`config.mk`:
```
export PLATFORM = sky130hd
export DESIGN_NAME = dtb_debug
export DESIGN_NICKNAME = d
export VERILOG_FILES = /design/src/design/dtb_pkg.sv /design/src/design/dtb_debug.sv /design/src/design/dtb_pc_pack.sv /design/src/design/dtb_trace_ram.sv
export SDC_FILE = /design/constraint.sdc
export NUM_CORES = 2
export LEC_CHECK = 0
export ABC_AREA = 1
export BUFFER_PORTS_ARGS = -buffer_cell sky130_fd_sc_hd__buf_2
export CORE_ASPECT_RATIO = 0.8
export CORE_UTILIZATION = 35
export CTS_CLUSTER_DIAMETER = 80
export DETAILED_ROUTE_END_ITERATION = 6
export GPL_TIMING_DRIVEN = 0
export PLACE_DENSITY = 0.6
export SLEW_MARGIN = 20
export SYNTH_ARGS = -nofsm -noshare
export SYNTH_HDL_FRONTEND = slang
export SYNTH_SLANG_ARGS = --single-unit
```
`constraint.sdc`:
```
create_clock -name clk -period 7.3 [get_ports clk]
set_clock_uncertainty 0.05 [all_clocks]
set_input_delay 0.365 -clock clk [delete_from_list [all_inputs] [get_ports clk]]
set_output_delay 0.365 -clock clk [all_outputs]
set_load 0.005 [all_outputs]
```
`src/design/dtb_pkg.sv`:
```
/*
 * dtb_pkg: register map, field positions, line encoding, sequencer states
 * and carrier structs of the debug trace / tag / breakpoint block.
 * Assumes a 32-bit Avalon-MM register bus with byte addresses.
 */
package dtb_pkg;
    // register byte offsets
    localparam logic [3:0] DTB_OFS_CTRL = 4'h0;
    localparam logic [3:0] DTB_OFS_STAT = 4'h4;
    localparam logic [3:0] DTB_OFS_TRACE = 4'h8;
    localparam logic [3:0] DTB_OFS_TRACE_UP = 4'hc;
    // debug_control_one bit positions
    localparam int DTB_C_ARM = 0;
    localparam int DTB_C_SOFTWARE_TRIGGER_BIT = 1;
    localparam int DTB_C_IBRK = 2;
    localparam int DTB_C_ALIGN = 3;
    localparam int DTB_C_BRKEN = 4;
    localparam int DTB_C_TSRC = 5;
    localparam int DTB_C_TAG = 8;
    // trace_line_count_reg bit positions
    localparam int DTB_S_CNT = 0;
    localparam int DTB_S_WRAP = 16;
    localparam int DTB_S_ARMED = 17;
    localparam int DTB_S_UNLOCK = 18;
    localparam int DTB_S_POST = 19;
    localparam int DTB_CNT_W = 16;
    // byte enables of an aligned 16-bit word access
    localparam logic [3:0] DTB_BE_WORD = 4'h3;
    localparam int DTB_NCH = 3;
    localparam int DTB_PC_W = 18;
    localparam int DTB_INC_W = 6;
    localparam int DTB_HALF_W = 16;
    localparam int DTB_TOP_W = 4;
    localparam logic [1:0] DTB_INFO_BASE = 2'h0;
    localparam logic [1:0] DTB_INFO_ONE = 2'h1;
    localparam logic [1:0] DTB_INFO_TWO = 2'h2;

    typedef enum logic [3:0] {
        DTB_IDLE = 4'h1,
        DTB_PRE = 4'h2,
        DTB_WAIT = 4'h4,
        DTB_POST = 4'h8
    } dtb_seq_e;

    typedef struct packed {
        logic [1:0] info;
        logic [17:0] data;
    } dtb_line_s;

    typedef struct packed {
        logic [17:0] pc;
        logic pc_valid;
        logic [2:0] match;
        logic [2:0] qual_ok;
        logic [2:0] to_final;
        logic [2:0] tag_hit;
        logic [17:0] match_addr;
    } dtb_cpu_s;

    typedef struct packed {
        logic [2:0] tag_req;
        logic [17:0] tag_addr;
    } dtb_tag_s;
endpackage : dtb_pkg

```
`src/design/dtb_debug.sv`:
```
/*
 * dtb_debug: trace buffer, readout lock, opcode tagging and breakpoint
 * sequencing of the on-chip debug block, Avalon-MM register slave.
 * Assumes cpu inputs are synchronous to clk and the comparators and
 * state sequencer outside flag which matches lead to the final state.
 */
`timescale 1ns/100ps
module dtb_debug import dtb_pkg::*; #(
    parameter int DEPTH = 64
) (
    input wire logic clk,
    input wire logic rst,
    input wire logic [3:0] avs_address,
    input wire logic avs_read,
    input wire logic avs_write,
    input wire logic [31:0] avs_writedata,
    input wire logic [3:0] avs_byteenable,
    output logic [31:0] avs_readdata,
    output logic avs_waitrequest,
    input wire dtb_cpu_s cpu,
    input wire logic background_monitor,
    input wire logic sys_secured,
    output dtb_tag_s tag,
    output logic break_req,
    output logic trace_active
);
    localparam int AW = $clog2(DEPTH);
    localparam int CW = $clog2(DEPTH + 1);
    localparam logic [CW-1:0] FULL = CW'(DEPTH);
    localparam logic [AW-1:0] LAST = AW'(DEPTH - 1);

    // refused at elaboration: pointers wrap by overflow only
    if (DEPTH < 2 || (1 << AW) != DEPTH || CW > DTB_CNT_W)
    begin : g_depth_check
        $error("DEPTH must be a power of two from 2 to 32768");
    end

    typedef struct packed {
        dtb_seq_e fsm;
        logic tsrc;
        logic ibrk;
        logic align_begin;
        logic brk_en;
        logic [2:0] tag_sel;
        logic unlocked;
        logic [AW-1:0] wr_ptr;
        logic [AW-1:0] rd_ptr;
        logic [CW-1:0] count;
        logic wrap;
        logic fresh;
        logic half;
        logic ack;
        logic [31:0] rdata;
        dtb_tag_s tag;
    } dtb_state_s;

    dtb_state_s r_reg;
    dtb_state_s r_next;
    dtb_state_s rst_val;
    dtb_line_s ram_rdata;
    dtb_line_s pk_line;
    logic pk_wr;
    logic pk_new;
    logic pk_start;
    logic go;
    logic word_acc;
    logic readable;
    logic sw_software_trigger_bit;
    logic final_hit;
    logic software_trigger_bit;
    logic immediate_break_bit;
    logic [AW-1:0] oldest;
    logic [AW-1:0] waddr;

    assign avs_waitrequest = (avs_read || avs_write) && !r_reg.ack;
    assign avs_readdata = r_reg.rdata;
    assign tag = r_reg.tag;
    assign break_req = immediate_break_bit;
    assign trace_active = r_reg.tsrc
        && (r_reg.fsm == DTB_PRE || r_reg.fsm == DTB_POST);
    assign go = (avs_read || avs_write) && !r_reg.ack;
    assign word_acc = avs_byteenable == DTB_BE_WORD;
    assign readable = r_reg.fsm == DTB_IDLE && r_reg.tsrc
        && !sys_secured && r_reg.unlocked;
    assign oldest = r_reg.wrap ? r_reg.wr_ptr + AW'(1) : '0;
    assign waddr = r_reg.fresh ? '0 : r_reg.wr_ptr + AW'(1);

    // comparator path uses qualifiers, tag path ignores them
    assign final_hit = !background_monitor && |(cpu.to_final
        & ((cpu.match & ~r_reg.tag_sel & cpu.qual_ok)
        | (cpu.tag_hit & r_reg.tag_sel)));

    dtb_pc_pack u_pack (
        .clk(clk),
        .rst(rst),
        .start(pk_start),
        .pc_valid(cpu.pc_valid && trace_active),
        .pc(cpu.pc),
        .at_last(!r_reg.fresh && r_reg.wr_ptr == LAST),
        .wr_en(pk_wr),
        .new_line(pk_new),
        .line(pk_line)
    );

    dtb_trace_ram #(
        .DEPTH(DEPTH),
        .AW(AW)
    ) u_ram (
        .clk(clk),
        .we(pk_wr),
        .waddr(pk_new ? waddr : r_reg.wr_ptr),
        .wdata(pk_line),
        .raddr(r_reg.rd_ptr),
        .rdata(ram_rdata)
    );

    always_comb
    begin
        r_next = r_reg;
        sw_software_trigger_bit = 1'b0;
        pk_start = 1'b0;
        immediate_break_bit = 1'b0;
        software_trigger_bit = 1'b0;
        r_next.ack = go;
        // trace line bookkeeping, lines land in order
        if (pk_wr && pk_new)
        begin
            r_next.wr_ptr = waddr;
            r_next.fresh = 1'b0;
            if (!r_reg.fresh && r_reg.wr_ptr == LAST)
            begin
                r_next.wrap = 1'b1;
            end
            if (r_reg.count != FULL)
            begin
                r_next.count = r_reg.count + CW'(1);
            end
        end
        if (go && avs_read)
        begin
            case (avs_address)
                DTB_OFS_CTRL:
                begin
                    r_next.rdata = '0;
                    r_next.rdata[DTB_C_ARM] = r_reg.fsm != DTB_IDLE;
                    r_next.rdata[DTB_C_IBRK] = r_reg.ibrk;
                    r_next.rdata[DTB_C_ALIGN] = r_reg.align_begin;
                    r_next.rdata[DTB_C_BRKEN] = r_reg.brk_en;
                    r_next.rdata[DTB_C_TSRC] = r_reg.tsrc;
                    r_next.rdata[DTB_C_TAG +: DTB_NCH] = r_reg.tag_sel;
                end
                DTB_OFS_STAT:
                begin
                    r_next.rdata = '0;
                    r_next.rdata[DTB_S_CNT +: DTB_CNT_W] =
                        DTB_CNT_W'(r_reg.count);
                    r_next.rdata[DTB_S_WRAP] = r_reg.wrap;
                    r_next.rdata[DTB_S_ARMED] = r_reg.fsm != DTB_IDLE;
                    r_next.rdata[DTB_S_UNLOCK] = r_reg.unlocked;
                    r_next.rdata[DTB_S_POST] = r_reg.fsm == DTB_POST;
                end
                DTB_OFS_TRACE:
                begin
                    r_next.rdata = '0;
                    if (word_acc && readable)
                    begin
                        if (r_reg.half)
                        begin
                            r_next.rdata[DTB_TOP_W-1:0] = {ram_rdata.info,
                                ram_rdata.data[17:16]};
                            r_next.rd_ptr = r_reg.rd_ptr + AW'(1);
                        end
                        else
                        begin
                            r_next.rdata[DTB_HALF_W-1:0] =
                                ram_rdata.data[15:0];
                        end
                        r_next.half = !r_reg.half;
                    end
                end
                default:
                begin
                    r_next.rdata = '0;
                end
            endcase
        end
        if (go && avs_write)
        begin
            case (avs_address)
                DTB_OFS_CTRL:
                begin
                    if (avs_byteenable[0])
                    begin
                        r_next.tsrc = avs_writedata[DTB_C_TSRC];
                        r_next.ibrk = avs_writedata[DTB_C_IBRK];
                        r_next.align_begin = avs_writedata[DTB_C_ALIGN];
                        r_next.brk_en = avs_writedata[DTB_C_BRKEN];
                        sw_software_trigger_bit = avs_writedata[DTB_C_SOFTWARE_TRIGGER_BIT];
                        if (!avs_writedata[DTB_C_ARM])
                        begin
                            r_next.fsm = DTB_IDLE;
                        end
                        else if (r_reg.fsm == DTB_IDLE)
                        begin
                            r_next.unlocked = 1'b0;
                            if (r_next.tsrc && !r_next.align_begin)
                            begin
                                r_next.fsm = DTB_PRE;
                                pk_start = 1'b1;
                            end
                            else
                            begin
                                r_next.fsm = DTB_WAIT;
                            end
                        end
                    end
                    if (avs_byteenable[1])
                    begin
                        r_next.tag_sel =
                            avs_writedata[DTB_C_TAG +: DTB_NCH];
                    end
                end
                DTB_OFS_TRACE, DTB_OFS_TRACE_UP:
                begin
                    if (word_acc && r_reg.fsm == DTB_IDLE)
                    begin
                        r_next.unlocked = 1'b1;
                        r_next.rd_ptr = oldest;
                        r_next.half = 1'b0;
                    end
                end
                default:
                begin
                end
            endcase
        end
        // trigger acts on the state after any arm write of this cycle
        software_trigger_bit = sw_software_trigger_bit || final_hit;
        case (r_next.fsm)
            DTB_PRE, DTB_WAIT:
            begin
                if (software_trigger_bit)
                begin
                    if (!r_next.tsrc || r_next.ibrk
                        || r_next.fsm == DTB_PRE)
                    begin
                        r_next.fsm = DTB_IDLE;
                        immediate_break_bit = r_next.brk_en;
                    end
                    else
                    begin
                        r_next.fsm = DTB_POST;
                        pk_start = 1'b1;
                    end
                end
            end
            DTB_POST:
            begin
                // once tracing started, later triggers end it only while ibrk is set
                if (r_next.count == FULL || (software_trigger_bit && r_next.ibrk))
                begin
                    r_next.fsm = DTB_IDLE;
                    immediate_break_bit = r_next.brk_en;
                end
            end
            DTB_IDLE:
            begin
            end
            default:
            begin
                r_next.fsm = DTB_IDLE;
            end
        endcase
        if (pk_start)
        begin
            r_next.fresh = 1'b1;
            r_next.wrap = 1'b0;
            r_next.count = '0;
        end
        r_next.tag.tag_req = background_monitor ? '0
            : cpu.match & r_reg.tag_sel;
        r_next.tag.tag_addr = {cpu.match_addr[17:1], 1'b0};
        rst_val = '0;
        rst_val.fsm = DTB_IDLE;
        rst_val.wr_ptr = r_reg.wr_ptr;
        rst_val.count = r_reg.count;
        rst_val.wrap = r_reg.wrap;
    end

    always_ff @(posedge clk)
    begin
        if (rst)
        begin
            r_reg <= rst_val;
        end
        else
        begin
            r_reg <= r_next;
        end
    end
endmodule : dtb_debug

```
`src/design/dtb_pc_pack.sv`:
```
/*
 * dtb_pc_pack: compressed program-counter line encoder.
 * Assumes start comes one cycle ahead of the session's first pc.
 */
`timescale 1ns/100ps
module dtb_pc_pack import dtb_pkg::*; (
    input wire logic clk,
    input wire logic rst,
    input wire logic start,
    input wire logic pc_valid,
    input wire logic [17:0] pc,
    input wire logic at_last,
    output logic wr_en,
    output logic new_line,
    output dtb_line_s line
);
    typedef struct packed {
        logic [11:0] base;
        logic have_base;
        logic [1:0] nincr;
        logic [17:0] acc;
    } pk_state_s;

    pk_state_s r_reg;
    pk_state_s r_next;
    logic closed;

    always_comb
    begin
        r_next = r_reg;
        wr_en = 1'b0;
        new_line = 1'b0;
        line = '0;
        closed = (r_reg.nincr == 2'h0) || (r_reg.nincr == 2'h3);
        if (start)
        begin
            r_next.have_base = 1'b0;
            r_next.nincr = 2'h0;
        end
        else if (pc_valid)
        begin
            wr_en = 1'b1;
            if (!r_reg.have_base || pc[17:6] != r_reg.base
                || (closed && at_last))
            begin
                new_line = 1'b1;
                line = '{info: DTB_INFO_BASE, data: pc};
                r_next.base = pc[17:6];
                r_next.have_base = 1'b1;
                r_next.nincr = 2'h0;
            end
            else if (closed)
            begin
                new_line = 1'b1;
                r_next.acc = {12'h000, pc[5:0]};
                r_next.nincr = DTB_INFO_ONE;
                line = '{info: DTB_INFO_ONE, data: r_next.acc};
            end
            else
            begin
                // increments fill upward, info equals the count
                if (r_reg.nincr == DTB_INFO_ONE)
                begin
                    r_next.acc[11:6] = pc[5:0];
                end
                else
                begin
                    r_next.acc[17:12] = pc[5:0];
                end
                r_next.nincr = r_reg.nincr + 2'h1;
                line = '{info: r_next.nincr, data: r_next.acc};
            end
        end
    end

    always_ff @(posedge clk)
    begin
        if (rst)
        begin
            r_reg <= '0;
        end
        else
        begin
            r_reg <= r_next;
        end
    end
endmodule : dtb_pc_pack

```
`src/design/dtb_trace_ram.sv`:
```
/*
 * dtb_trace_ram: trace line storage, one write port, one registered read.
 * Assumes nothing clears it; contents survive reset by intent.
 */
`timescale 1ns/100ps
module dtb_trace_ram import dtb_pkg::*; #(
    parameter int DEPTH = 64,
    parameter int AW = 6
) (
    input wire logic clk,
    input wire logic we,
    input wire logic [AW-1:0] waddr,
    input wire dtb_line_s wdata,
    input wire logic [AW-1:0] raddr,
    output dtb_line_s rdata
);
    dtb_line_s mem [DEPTH];

    // no reset: pre-reset trace must stay readable
    always_ff @(posedge clk)
    begin
        if (we)
        begin
            mem[waddr] <= wdata;
        end
        rdata <= mem[raddr];
    end
endmodule : dtb_trace_ram

```
==> run summary <==
Status -> complete, but fails checks
Failing checks -> design-rule violations
Min Tclk post-route -> 4.75 ns
H-Tree Depth -> 4
Multi-input logic area -> 0.0135 mm^2
Post-synth top area cell -> edfxtp_1
CTS max path bufs -> 3
Vias in the first global route -> 38300
Largest net degree at the start of global routing -> 65
Ys flop type -> edfxtp_1
Fmax -> 0.211 GHz
Final setup vio count -> 0
Peak supply drop -> 247 uV
First DRT Iteration DRCs -> 7289
CTS root buf -> clkbuf_16
Clock Sinks -> 1408
Post-Syn Area -> 0.0560 mm^2
Antenna-violating nets left -> 0
Cell internal pwr -> 12.8 mW
Worst hold slack -> 0.0326 ns
Total core area -> 0.158 mm^2
Die ar. -> 0.162 mm^2
Row cnt -> 130
Layout Area Growth over Synthesis -> 20.5%
Via count -> 41500
Arrival time worst endpoint -> 5.39 ns
Clock Power Share -> 44.8%
Crit start category -> flop
IO buf count -> 113
YS warnings -> 0
Post-synthesis instance total -> 4480
FF+latch area -> 0.0411 mm^2
Final Hold Vio Count -> 0
Switching share of power -> 20.8%
Worst hold-check path type -> in2reg
FFs w/ async S/R, synth -> 0%
Unrepaired setup endpoints after global routing -> no
Clock latency on the worst-skew pair -> 0.80 ns
Total Routed Length -> 208000 um
Synth cell types -> 51
Filler cells -> 14400
WP data required -> 7.94 ns
Post-CTS Setup Repair Bufs -> 0
Slew Limit Fails -> 0
Number of synthesized flops with an enable pin -> 1294
HPWL after detailed placement -> 145000 um
WL/cell -> 29.2 um
Worst setup EP type -> flop
GRT Util Overall -> 25.0%
CTS tree -> built
Seq/Total Area, Yosys -> 73.4%
Largest register FFs -> 1280
Die width -> 449 um
Residual DRC count -> 4
Post-route insts no fill -> 7137
GP Congestion -> 0.983
Largest cells by area after synthesis -> edfxtp_1, o21ai_0, nor2_1
Post-synth top area share -> 69.3%
Initial antenna violation count -> 15
Starting Density -> 35.5%
Die height -> 360 um
Crit-path max FO -> 10
Pre-antenna DRT Iters -> 7
Vias/cell -> 5.81
Maxcap violations -> 0
Average size of a mapped cell -> 12.5 um^2
I/O pins -> 151
CTS clk-pin slew, worst paths -> 0.07 ns
Cells after DPL -> 6815
Pwr per Cell Area -> 239 mW/mm^2
Setup Crit Path Kind -> reg2reg
Leakage -> 25.6 nW
CTS Hold Buffers Added -> 60
Nets -> 5003
Aggregate negative setup slack -> 0 ns
Remaining global-route overflow -> 0
First-pass GRT wire length -> 288000 um
Reg power frac -> 53.9%
Resize count post-CTS -> 0
Slew headroom -> 11.6%
Fraction of layout cells with a size suffix above 1 -> 12.8%
Final period util -> 65.1%
Switching power total -> 3.35 mW
Logic pwr share -> 1.3%
#FFs+latches synth -> 1408
Num CTS Buffers -> 138
Worst-margin pin slew -> 1.33 ns
[synth_stat cells (2+ instances only)]
cell / instances
a211oi_1: 2
a21oi_1: 80
a31oi_1: 11
a32o_1: 10
buf_1: 17
buf_2: 41
buf_4: 56
clkbuf_1: 235
dfxtp_1: 114
edfxtp_1: 1294
ha_1: 5
inv_1: 129
inv_2: 8
mux2i_1: 2
nand2_1: 356
nand2_2: 3
nand3_1: 114
nand3_2: 8
nand3b_1: 3
nand4_1: 75
nor2_1: 795
nor2_2: 13
nor2_4: 2
nor3_1: 9
nor3_4: 2
nor4_1: 3
o2111ai_1: 6
o211ai_1: 39
o21ai_0: 675
o21ai_1: 5
o21ai_2: 4
o21ai_4: 4
o221ai_1: 126
o22ai_1: 203
o31ai_1: 3
o32ai_1: 2
or2_2: 2
xor2_1: 11
[kinds of logic after synthesis]
logic type | after synthesis | share of synthesized area [%]
buf+inv | 488 | 3.75
other cells | 1 | 0.00669
xor+xnor | 12 | 0.188
simple gates | 1389 | 10.2
fa+ha+maj | 5 | 0.112
compound gates | 1175 | 12.3
flops | 1408 | 73.4
mux | 2 | 0.0357
[power groups by stage]
stage / registers, mW / clock network [mW] / logic, mW
floorplan: 8.86 / 0 / 0.101
global placement: 8.86 / 0 / 0.183
detailed placement: 8.86 / 0 / 0.185
CTS: 8.68 / 7.22 / 0.208
global route: 8.68 / 7.51 / 0.229
finish: 8.68 / 7.21 / 0.214
[layout by cell type, fill, tap and decap left out, types with 6 or more instances in the layout]
cell / count
o22ai_4: 6
inv_1: 129
clkbuf_16: 141
o211ai_1: 39
dfxtp_1: 114
clkinv_1: 21
edfxtp_1: 1294
nand3_1: 114
diode_2: 11
buf_12: 10
bufinv_16: 11
o2111ai_1: 6
buf_2: 154
buf_4: 60
nor2_4: 67
dlygate4sd3_1: 60
clkbuf_1: 266
o21ai_0: 675
clkinv_2: 24
nand2_4: 12
buf_16: 80
nand4_1: 75
nor3_1: 8
a31oi_1: 11
o221ai_1: 126
nor2_1: 729
o22ai_1: 197
conb_1: 13
xor2_1: 11
a21oi_1: 80
a32o_1: 10
clkinv_8: 6
nand2_1: 344
nand3_2: 8
buf_1: 17
inv_2: 8
nor2_2: 14
[through the flow]
step	power [mW]	area [um^2]	util [%]	setup slack [ns]
global placement	9.04	59300	37.5	-7.49
floorplan	8.96	56100	-	0.603
global route	16.4	67500	42.7	2.68
detailed placement	9.04	62400	39.5	2.87
finish	16.1	67500	42.8	2.55
CTS	16.1	67500	42.7	2.85
[routing by layer]
| layer | global-route usage (%) | wire length, um | vias to the layer above |
|---|---|---|---|
| met5 | 0 | 41 | - |
| met4 | 11.0 | 9190 | 6 |
| met3 | 7.03 | 29300 | 448 |
| met2 | 35.3 | 86900 | 3092 |
| met1 | 35.5 | 83100 | 20500 |
| li1 | - | - | 17400 |
[area by class of cell]
cell class                 count  area share [%]
multi-input combinational   2596            20.0
antenna                       11          0.0408
timing repair buffer         271            5.40
buffer                       350            2.35
inverter                     138           0.767
sequential                  1408            60.9
clock inverter                74            1.14
tap                         2112            3.91
clock buffer                 177            5.45
[final timing paths]
check	start	to	slack, ns	cells after the start
worst max register to register	r_reg[64]$_SDFF_PP0_	u_ram.rdata[13]$_DFF_P_	2.55	10
worst min-delay path	avs_writedata[2]	r_reg[82]$_SDFF_PP0_	0.03	5
worst min register to register	u_pack.r_reg[21]$_SDFFE_PP0P_	u_pack.r_reg[21]$_SDFFE_PP0P_	0.41	2
worst max-delay path	r_reg[64]$_SDFF_PP0_	u_ram.rdata[13]$_DFF_P_	2.55	10
[worst max-delay path: stages (launching register included)]
cell	delay (ns)
dfxtp_1	0.34
inv_1	0.24
buf_2	0.47
clkbuf_1	0.98
clkbuf_1	0.78
o21ai_0	0.19
o221ai_1	0.55
nand3_1	0.39
nand4_1	0.26
nand3_1	0.10
nand2_1	0.25
Note: power is estimated with default switching activity, not from simulation.
